$ cat config.mk
export PLATFORM = sky130hd
export DESIGN_NAME = thermal_ctrl
export DESIGN_NICKNAME = d
export VERILOG_FILES = /design/src/hdl/thermal_pkg.sv /design/src/hdl/fan_hold.sv /design/src/hdl/thermal_ctrl.sv
export SDC_FILE = /design/constraint.sdc
export NUM_CORES = 1
export LEC_CHECK = 0
export BUFFER_PORTS_ARGS = -buffer_cell sky130_fd_sc_hd__buf_2
export CORE_MARGIN = 2
export CORE_UTILIZATION = 35
export CTS_CLUSTER_DIAMETER = 150
export DETAILED_ROUTE_END_ITERATION = 10
export PLACE_DENSITY = 0.64
export SLEW_MARGIN = 20
export SYNTH_ARGS = -nofsm -noshare
export SYNTH_HDL_FRONTEND = slang
export SYNTH_SLANG_ARGS = --single-unit
$ cat constraint.sdc
create_clock -name clk_sys -period 6.6 [get_ports clk_sys]
set_input_delay 1.32 -clock clk_sys [delete_from_list [all_inputs] [get_ports clk_sys]]
set_output_delay 1.32 -clock clk_sys [all_outputs]
set_load 0.02 [all_outputs]
$ cat src/hdl/thermal_pkg.sv
// Behaviour
// - Upper switching frequency settable 2 to 16 kHz
// - Upper default 2 kHz group 1, else 4
// - Active frequency stays within minimum and upper
// - Minimum not below upper disables automatic reduction
// - Reduce above switch-off limit plus reduction offset
// - Raise stepwise once 5 degrees below limit
// - Reduce above 87.5 percent of overload current
// - Raise below next higher step reference current
// - Fan switch-on temperature settable 0 to 60
// - Mains present and hot turns fan on
// - Unit on, enable plus start turns fan on always
// - Fan off 5 below or enable lost
// - Fan minimum on-time one minute from start
// - Output function 43 drives external fan alike; code turns it on when hot without mains
package thermal_pkg;

   localparam longint CLK_HZ          = 50_000_000;
   localparam longint EVAL_PERIOD_US  = 1000;
   localparam longint EVAL_CYC        = EVAL_PERIOD_US * CLK_HZ / 1_000_000;
   localparam longint FAN_MIN_ON_S    = 60;
   localparam longint FAN_MIN_ON_CYC  = FAN_MIN_ON_S * CLK_HZ;

   // Register byte offsets
   localparam logic [4:0] OFS_FSW_MAX  = 5'h00;
   localparam logic [4:0] OFS_FSW_MIN  = 5'h04;
   localparam logic [4:0] OFS_RED_LIM  = 5'h08;
   localparam logic [4:0] OFS_FAN_TEMP = 5'h0c;
   localparam logic [4:0] OFS_CTRL     = 5'h10;
   localparam logic [4:0] OFS_STATUS   = 5'h14;

   // Field positions
   localparam int CTRL_ICL_FULL_BIT = 0;
   localparam int CTRL_DOUT_LSB     = 8;
   localparam int ST_FAN_INT_BIT    = 8;
   localparam int ST_FAN_EXT_BIT    = 9;
   localparam int ST_AUTO_BIT       = 10;
   localparam int ST_TEMP_RED_BIT   = 11;
   localparam int ST_CUR_RED_BIT    = 12;

   // Limits and reset values
   localparam logic [4:0]        KHZ_LOW          = 5'h02;
   localparam logic [4:0]        KHZ_HIGH         = 5'h10;
   localparam logic [4:0]        KHZ_MAX_GRP1     = 5'h02;
   localparam logic [4:0]        KHZ_MAX_OTHER    = 5'h04;
   localparam logic [4:0]        RST_FSW_MIN      = 5'h02;
   localparam logic [3:0]        CFG_GROUP_ONE    = 4'h1;
   localparam logic signed [7:0] RED_LIM_LOW      = -8'sd25;
   localparam logic signed [7:0] RED_LIM_HIGH     = 8'sh00;
   localparam logic signed [7:0] RST_RED_LIM      = -8'sd4;
   localparam logic [7:0]        FAN_TEMP_HIGH    = 8'h3c;
   localparam logic [7:0]        RST_FAN_TEMP     = 8'h00;
   localparam logic [5:0]        DOUT_EXT_FAN     = 6'h2b;
   localparam logic signed [9:0] HYST_DEG         = 10'sd5;

   typedef struct packed {
      logic [4:0]        max_khz;
      logic [4:0]        min_khz;
      logic signed [7:0] red_lim;
      logic [7:0]        fan_temp;
      logic              icl_full;
      logic [5:0]        dout_func;
      logic              strap_done;
      logic [4:0]        fsw_khz;
      logic [31:0]       eval_cnt;
      logic              temp_red;
      logic              cur_red;
      logic              fan_hot;
      logic [15:0]       rd_data;
   } therm_state_t;

   typedef struct packed {
      logic        on;
      logic [31:0] cnt;
   } fan_state_t;

   typedef struct packed {
      logic signed [7:0] heatsink;
      logic signed [7:0] off_limit;
   } temp_in_t;

   typedef struct packed {
      logic [15:0] output_i;
      logic [15:0] overload_60s;
      logic [15:0] ref_next_up;
   } current_in_t;

   typedef struct packed {
      logic mains_present;
      logic unit_on;
      logic ctrl_enable;
      logic start_cw;
      logic start_ccw;
   } cmd_in_t;

endpackage

$ cat src/hdl/fan_hold.sv
`timescale 1ns/1ps
module fan_hold
#(
   parameter logic [31:0] MIN_ON_CYCLES = 32'h0000_0010
)
(
   input  wire logic clk_sys,
   input  wire logic reset,
   input  wire logic want,
   output logic      fan_on
);
   import thermal_pkg::*;

   fan_state_t s_q;
   fan_state_t s_d;

   always_comb
   begin
      s_d = s_q;
      if (!s_q.on)
      begin
         if (want)
         begin
            s_d.on  = 1'b1;
            s_d.cnt = 32'h0000_0001;
         end
      end
      else
      begin
         if (s_q.cnt < MIN_ON_CYCLES)
            s_d.cnt = s_q.cnt + 32'h0000_0001;
         else if (!want)
            s_d.on = 1'b0;
      end
   end

   always_ff @(posedge clk_sys)
   begin
      if (reset)
         s_q <= '0;
      else
         s_q <= s_d;
   end

   assign fan_on = s_q.on;

endmodule

$ cat src/hdl/thermal_ctrl.sv
// Design decisions made here: strobed register access and the register addresses.
`timescale 1ns/1ps
module thermal_ctrl
#(
   parameter logic [31:0] EVAL_CYCLES       = 32'(thermal_pkg::EVAL_CYC),
   parameter logic [31:0] FAN_MIN_ON_CYCLES = 32'(thermal_pkg::FAN_MIN_ON_CYC)
)
(
   input  wire logic                      clk_sys,
   input  wire logic                      reset,
   input  wire logic [3:0]                config_group,
   input  wire thermal_pkg::temp_in_t     temp_in,
   input  wire thermal_pkg::current_in_t  current_in,
   input  wire thermal_pkg::cmd_in_t      cmd_in,
   input  wire logic [4:0]                addr,
   input  wire logic [15:0]               wr_data,
   input  wire logic                      wr_stb,
   input  wire logic                      rd_stb,
   output logic [15:0]                    rd_data,
   output logic [4:0]                     fsw_khz,
   output logic                           fan_int_on,
   output logic                           fan_ext_on
);
   import thermal_pkg::*;

   therm_state_t s_q;
   therm_state_t s_d;

   logic              fan_int_want;
   logic              fan_ext_want;
   logic              start_req;
   logic              auto_en;
   logic              eval_tick;
   logic signed [9:0] temp_s;
   logic signed [9:0] red_thr;
   logic signed [9:0] fan_thr;
   logic [15:0]       cur_thr;
   logic              temp_over;
   logic              temp_cool;
   logic              cur_over;
   logic              cur_low;
   logic              cur_active;
   logic [4:0]        eff_min;

   ////////////////////////////////////////////////////////////////////////
   // Setting clamps

   function automatic logic [4:0] clamp_khz(input logic [15:0] v);
      logic [4:0] r;
      r = 5'h00;
      if (v < 16'(KHZ_LOW))
         r = KHZ_LOW;
      else if (v > 16'(KHZ_HIGH))
         r = KHZ_HIGH;
      else
         // Odd values snap down so every setting lands on a step
         r = v[4:0] & 5'h1e;
      return r;
   endfunction

   function automatic logic signed [7:0] clamp_red(input logic [15:0] v);
      logic signed [7:0] t;
      logic signed [7:0] r;
      t = v[7:0];
      r = t;
      if (t < RED_LIM_LOW)
         r = RED_LIM_LOW;
      else if (t > RED_LIM_HIGH)
         r = RED_LIM_HIGH;
      return r;
   endfunction

   function automatic logic [7:0] clamp_fan(input logic [15:0] v);
      logic [7:0] r;
      r = v[7:0];
      if (v > 16'(FAN_TEMP_HIGH))
         r = FAN_TEMP_HIGH;
      return r;
   endfunction

   ////////////////////////////////////////////////////////////////////////
   // Measurement decisions

   always_comb
   begin
      temp_s    = 10'(temp_in.heatsink);
      red_thr   = 10'(temp_in.off_limit) + 10'(s_q.red_lim);
      temp_over = temp_s > red_thr;
      temp_cool = temp_s <= (red_thr - HYST_DEG);
      cur_thr   = current_in.overload_60s - (current_in.overload_60s >> 3);
      cur_active = s_q.icl_full;
      cur_over  = cur_active && (current_in.output_i > cur_thr);
      cur_low   = !cur_active ||
                  (current_in.output_i < current_in.ref_next_up);
      // Disable reduction if min not below max
      auto_en   = s_q.min_khz < s_q.max_khz;
      eff_min   = auto_en ? s_q.min_khz : s_q.max_khz;
      eval_tick = s_q.eval_cnt >= (EVAL_CYCLES - 32'h0000_0001);
      fan_thr   = 10'($signed({2'b00, s_q.fan_temp}));
   end

   ////////////////////////////////////////////////////////////////////////
   // Next state

   always_comb
   begin
      s_d = s_q;

      // Capture upper default from configuration group
      if (!s_q.strap_done)
      begin
         s_d.strap_done = 1'b1;
         s_d.max_khz    = (config_group == CFG_GROUP_ONE) ?
                          KHZ_MAX_GRP1 : KHZ_MAX_OTHER;
         s_d.fsw_khz    = s_d.max_khz;
      end

      if (wr_stb)
      begin
         case (addr)
            OFS_FSW_MAX:  s_d.max_khz  = clamp_khz(wr_data);
            OFS_FSW_MIN:  s_d.min_khz  = clamp_khz(wr_data);
            OFS_RED_LIM:  s_d.red_lim  = clamp_red(wr_data);
            OFS_FAN_TEMP: s_d.fan_temp = clamp_fan(wr_data);
            OFS_CTRL:
            begin
               s_d.icl_full  = wr_data[CTRL_ICL_FULL_BIT];
               s_d.dout_func = wr_data[CTRL_DOUT_LSB +: 6];
            end
            default: ;
         endcase
      end

      s_d.eval_cnt = eval_tick ? 32'h0000_0000 :
                     s_q.eval_cnt + 32'h0000_0001;
      s_d.temp_red = temp_over;
      s_d.cur_red  = cur_over;

      if (s_q.strap_done)
      begin
         if (s_q.fsw_khz > s_q.max_khz || !auto_en)
            s_d.fsw_khz = s_q.max_khz;
         else if (s_q.fsw_khz < eff_min)
            s_d.fsw_khz = eff_min;
         else if (eval_tick)
         begin
            if ((temp_over || cur_over) && s_q.fsw_khz > eff_min)
               s_d.fsw_khz = s_q.fsw_khz - 5'h02;
            else if (!temp_over && !cur_over && temp_cool && cur_low &&
                     s_q.fsw_khz < s_q.max_khz)
               s_d.fsw_khz = s_q.fsw_khz + 5'h02;
         end
      end

      if (temp_s > fan_thr)
         s_d.fan_hot = 1'b1;
      else if (temp_s <= fan_thr - HYST_DEG)
         s_d.fan_hot = 1'b0;

      s_d.rd_data = 16'h0000;
      if (rd_stb)
      begin
         case (addr)
            OFS_FSW_MAX:  s_d.rd_data = {11'h000, s_q.max_khz};
            OFS_FSW_MIN:  s_d.rd_data = {11'h000, s_q.min_khz};
            OFS_RED_LIM:  s_d.rd_data = {8'h00, s_q.red_lim};
            OFS_FAN_TEMP: s_d.rd_data = {8'h00, s_q.fan_temp};
            OFS_CTRL:     s_d.rd_data = {2'b00, s_q.dout_func,
                                         7'h00, s_q.icl_full};
            OFS_STATUS:
            begin
               s_d.rd_data[4:0]             = s_q.fsw_khz;
               s_d.rd_data[ST_FAN_INT_BIT]  = fan_int_on;
               s_d.rd_data[ST_FAN_EXT_BIT]  = fan_ext_on;
               s_d.rd_data[ST_AUTO_BIT]     = auto_en;
               s_d.rd_data[ST_TEMP_RED_BIT] = s_q.temp_red;
               s_d.rd_data[ST_CUR_RED_BIT]  = s_q.cur_red;
            end
            default: s_d.rd_data = 16'h0000;
         endcase
      end
   end

   always_ff @(posedge clk_sys)
   begin
      if (reset)
      begin
         s_q            <= '0;
         s_q.max_khz    <= KHZ_MAX_OTHER;
         s_q.min_khz    <= RST_FSW_MIN;
         s_q.red_lim    <= RST_RED_LIM;
         s_q.fan_temp   <= RST_FAN_TEMP;
         s_q.fsw_khz    <= KHZ_MAX_OTHER;
      end
      else
         s_q <= s_d;
   end

   ////////////////////////////////////////////////////////////////////////
   // Fans

   always_comb
   begin
      start_req    = cmd_in.unit_on && cmd_in.ctrl_enable &&
                     (cmd_in.start_cw || cmd_in.start_ccw);
      fan_int_want = (cmd_in.mains_present && s_q.fan_hot) || start_req;
      fan_ext_want = (s_q.dout_func == DOUT_EXT_FAN) &&
                     (start_req || s_q.fan_hot);
   end

   fan_hold
   #(
      .MIN_ON_CYCLES (FAN_MIN_ON_CYCLES)
   )
   u_fan_int
   (
      .clk_sys (clk_sys),
      .reset   (reset),
      .want    (fan_int_want),
      .fan_on  (fan_int_on)
   );

   // Shares the one-minute hold but keeps its own timer
   fan_hold
   #(
      .MIN_ON_CYCLES (FAN_MIN_ON_CYCLES)
   )
   u_fan_ext
   (
      .clk_sys (clk_sys),
      .reset   (reset),
      .want    (fan_ext_want),
      .fan_on  (fan_ext_on)
   );

   assign rd_data = s_q.rd_data;
   assign fsw_khz = s_q.fsw_khz;

endmodule

==> run summary <==
The flow ran to the end, and the final reports show no timing, DRC or antenna violations. The tree is rooted in a sky130_fd_sc_hd__clkbuf_16. The final cycle utilization of the critical path is 0.945. The total of buffers placed on input and output ports is 118, and the setup violation total in the final timing report is 0.

The clock tree synthesis step divided the H-tree into 4 levels. Clock latency on the worst-skew pair, taken at its later pin, is 430 ps. The flip-flop cell with the highest count after synthesis is sky130_fd_sc_hd__dfxtp_1. After synthesis, the mean cell area works out to 8.21 um^2. Prior to clock tree synthesis, the placed netlist has a worst setup slack of -96.7 ps. The detailed router used layers up to and including met4.

The initial cell density of the core was 0.353; the post-DP HPWL was 19.3 mm. The worst register-to-register path ends at fsw_khz[1]. Before antenna repair, the detailed router went through 6 iterations.

For the worst slew margin relative to its limit, the log shows 0.382. The tools report the maximum buffer depth of the clock tree as 2. Data arrival time at the worst-slack endpoint: 6510 ps. The share of the synthesized area in the top cell type came out at 0.305.

For the pin with the worst max-slew slack, the measured transition is 927 ps. The number of flops mapped to enable cells by yosys came out at 0. Global router's overall resource usage: 0.164. By area the synthesized netlist is led by sky130_fd_sc_hd__dfxtp_1, sky130_fd_sc_hd__ha_1, sky130_fd_sc_hd__nor2_1. The number of sinks driven by the clock tree is 153. Type of the worst setup path: primary input to flop. In this run the worst hold path is classified as flop to flop. Fraction of final layout cells sized beyond drive strength 1: 0.130. Total length of routed wires: 25.2 mm. The final weighted congestion of routability-driven global placement is 0.896.

The mean number of vias per cell was 5.22. For the final database, setup skew stands at 7.74 ps. Derived from the worst setup path, the maximum achievable clock frequency is 160 MHz. After detailed routing, the wire length on met1 is 12.5 mm. The worst hold path terminates at s_q[19].

The tools report the via count of the first global-routing pass as 8211. Measured in cells, the most critical reg-to-reg path has a length of 17. Wire length of the first global-routing pass: 40.8 mm. Number of buffers added for setup after CTS: 0. STA classifies the critical path startpoint as a primary input. The worst hold path cell count is 1, and the area growth from synthesis to layout is 14.9%. The leftover overflow at the end of global routing was 0. TritonCTS built the clock tree.

Startpoint of the tightest hold check path: s_q[19]. The sort of element at the end of the critical path is a flop. The total length of routed met3 wires is 1.22 mm, and the maximum fanout along the worst path is 7. Dividing the detail-routed wire length by the instance count gives 14.6 um.

After the last flow step, the layout net total stands at 1536. The synthesized flop and latch total came out at 153. The fraction of synthesis flops using an asynchronous set or reset pin was 0; the post-synthesis sequential area ratio was 0.305. Synthesis produced 1223 cells.

Once layout is complete, the cells apart from fillers number 1725. The logs give 0 for the final count of pins violating max slew and 362 ps for the worst path setup slack after routing. The core area is 28500 um^2, and the post-cts hold buffer count is 0. Summed over all instances, the cell type with the most area after synthesis is sky130_fd_sc_hd__dfxtp_1. The number of antenna violations at the first check in global routing is 3, and the residual DRC count is 0. The tools report the die area as 30100 um^2. Reg-to-reg startpoint: s_q[72]. The run gives 0 as the total count of hold-check failures in the final report. For the post-layout utilization of the core, the log shows 0.405. The horizontal extent of the die works out to 173 um.

From bottom edge to top edge, the die measures 173 um. The static leakage is 4.96 nW, and the met2 layer wire length in the routed design is 11.0 mm. Clock-pin slew was measured on the worst setup and hold paths at 60 ps.

Across the run, the number of max-cap violations was 0. The count of synthesis-stage warnings from yosys was 0; the worst path required time was 6870 ps. The cell row count was 62.

The largest net degree at the start of global routing was 51. The routed layout has 9013 vias. In this run, placement finished with an instance count of 1690. Counting distinct cell types in the post-synthesis netlist gives 66.

The number of primary I/O pins was 121; the minimum period implied by the final worst setup slack was 6240 ps. The number of buffers created by CTS is 17. Setup slack on the worst reg-to-reg path comes out at 2040 ps. The peak supply drop was 0.000166 V.

In this run the cell area of the synthesized design comes to 10000 um^2. For this design the ratio of total power to cell area is 211 nW/um^2. The count of nets left with antenna violations once routing finished came out at 0. The first routing iteration left 554 violations.
==> cells in the final DEF, fill, tap and decap left out, types with 36 or more instances in the layout <==
master,count
sky130_fd_sc_hd__dfxtp_1,153
sky130_fd_sc_hd__nor2_1,138
sky130_fd_sc_hd__buf_2,118
sky130_fd_sc_hd__ha_1,111
sky130_fd_sc_hd__inv_1,84
sky130_fd_sc_hd__nand2_1,73
sky130_fd_sc_hd__a21oi_1,71
sky130_fd_sc_hd__nand3_1,60
sky130_fd_sc_hd__xor2_1,43
sky130_fd_sc_hd__o21ai_0,40
sky130_fd_sc_hd__xnor2_1,36
==> metrics by stage <==
stage,hold slack (ps),power (W),TNS [ps],instance area [um^2]
global placement,449,0.00147,0,10900
global route,489,0.00256,-55.2,11500
detailed placement,460,0.00147,-271,10900
CTS,475,0.00245,0,11500
finish,467,0.00244,0,11500
floorplan,430,0.00134,0,10100
==> cell type report <==
type / instances / area, um^2
fill: 2916 / 16900
multi-input combinational: 947 / 6460
sequential: 153 / 3060
timing repair buffer: 122 / 621
tap: 384 / 480
clock buffer: 20 / 457
inverter: 84 / 315
clock inverter: 12 / 138
antenna: 3 / 7.51
==> sequential cells by signal (all words and copies together), names as in the netlist <==
register          cells
u_fan_int.fan_on      1
cur_active            1
u_fan_ext.s_q        32
u_fan_int.s_q        32
rd_data              14
u_fan_ext.fan_on      1
fan_thr               8
fsw_khz               5
s_q                  59
==> critical path, cell delays in order <==
cell and delay [ps]:
sky130_fd_sc_hd__buf_2 100, sky130_fd_sc_hd__inv_1 40, sky130_fd_sc_hd__ha_1 160, sky130_fd_sc_hd__inv_1 50, sky130_fd_sc_hd__fa_1 390, sky130_fd_sc_hd__a21o_1 180, sky130_fd_sc_hd__a21oi_1 210, sky130_fd_sc_hd__o21ai_0 110
sky130_fd_sc_hd__a21oi_1 260, sky130_fd_sc_hd__o21ai_1 170, sky130_fd_sc_hd__a211o_1 320, sky130_fd_sc_hd__a311o_1 390, sky130_fd_sc_hd__a311oi_2 340, sky130_fd_sc_hd__xnor2_1 100, sky130_fd_sc_hd__ha_1 310, sky130_fd_sc_hd__and4_1 230
sky130_fd_sc_hd__nand4_1 140, sky130_fd_sc_hd__or3b_2 470, sky130_fd_sc_hd__o22ai_2 160, sky130_fd_sc_hd__nor3_4 80, sky130_fd_sc_hd__or3_1 440, sky130_fd_sc_hd__a211oi_1 260, sky130_fd_sc_hd__a211o_1 130, sky130_fd_sc_hd__a41oi_1 110
==> repair_timing <==
| item | 4_1_cts | 5_1_grt |
|---|---|---|
| gates resized for setup | 0 | 5 |
| hold endpoints to repair | 0 | 0 |
| setup endpoints to repair | 0 | 4 |
==> routing by layer <==
layer | vias to the layer above | global-route usage
met5 | - | 0
met4 | 0 | 0.0537
met3 | 31 | 0.0254
met2 | 226 | 0.259
met1 | 4191 | 0.230
li1 | 4565 | -
==> worst max path at each step <==
stage | slack [ps] | cells after the start | end | startpoint
3_5_place_dp | -100 | 24 | fsw_khz[1] | current_in[16]
6_report | 360 | 24 | fsw_khz[1] | current_in[16]
4_1_cts | 360 | 24 | fsw_khz[1] | current_in[16]
5_1_grt | -40 | 24 | fsw_khz[4] | current_in[16]
3_3_place_gp | 70 | 24 | fsw_khz[4] | current_in[16]
2_1_floorplan | 520 | 23 | fsw_khz[1] | current_in[16]
==> logic make-up (layout without fill, tap and decap cells) <==
group,after synthesis,count (layout),share of synthesized area
AND/OR/NAND/NOR,453,453,0.228
AO/OA/AOI/OAI,259,259,0.169
flip-flops,153,153,0.305
buffers and inverters,140,238,0.0609
adder cells (fa/ha/maj),113,113,0.142
XOR/XNOR,79,79,0.0689
multiplexers,25,25,0.0250
other,1,21,0.000373
==> power breakdown <==
part | internal [W] | leakage, nW | switching (W) | total, W
registers | 0.000940 | 1.24 | 0.0000258 | 0.000965
logic | 0.000208 | 3.43 | 0.000290 | 0.000498
clock network | 0.000581 | 0.288 | 0.000393 | 0.000974
==> synthesized netlist by cell type, types with 33 or more instances <==
| master | n |
|---|---|
| sky130_fd_sc_hd__o21ai_0 | 43 |
| sky130_fd_sc_hd__nor2_1 | 138 |
| sky130_fd_sc_hd__nand3_1 | 60 |
| sky130_fd_sc_hd__ha_1 | 111 |
| sky130_fd_sc_hd__a21oi_1 | 71 |
| sky130_fd_sc_hd__clkbuf_1 | 34 |
| sky130_fd_sc_hd__nand4_1 | 33 |
| sky130_fd_sc_hd__xor2_1 | 43 |
| sky130_fd_sc_hd__inv_1 | 84 |
| sky130_fd_sc_hd__dfxtp_1 | 153 |
| sky130_fd_sc_hd__nand2_1 | 73 |
| sky130_fd_sc_hd__xnor2_1 | 36 |
(Power assumes the default switching activity.)
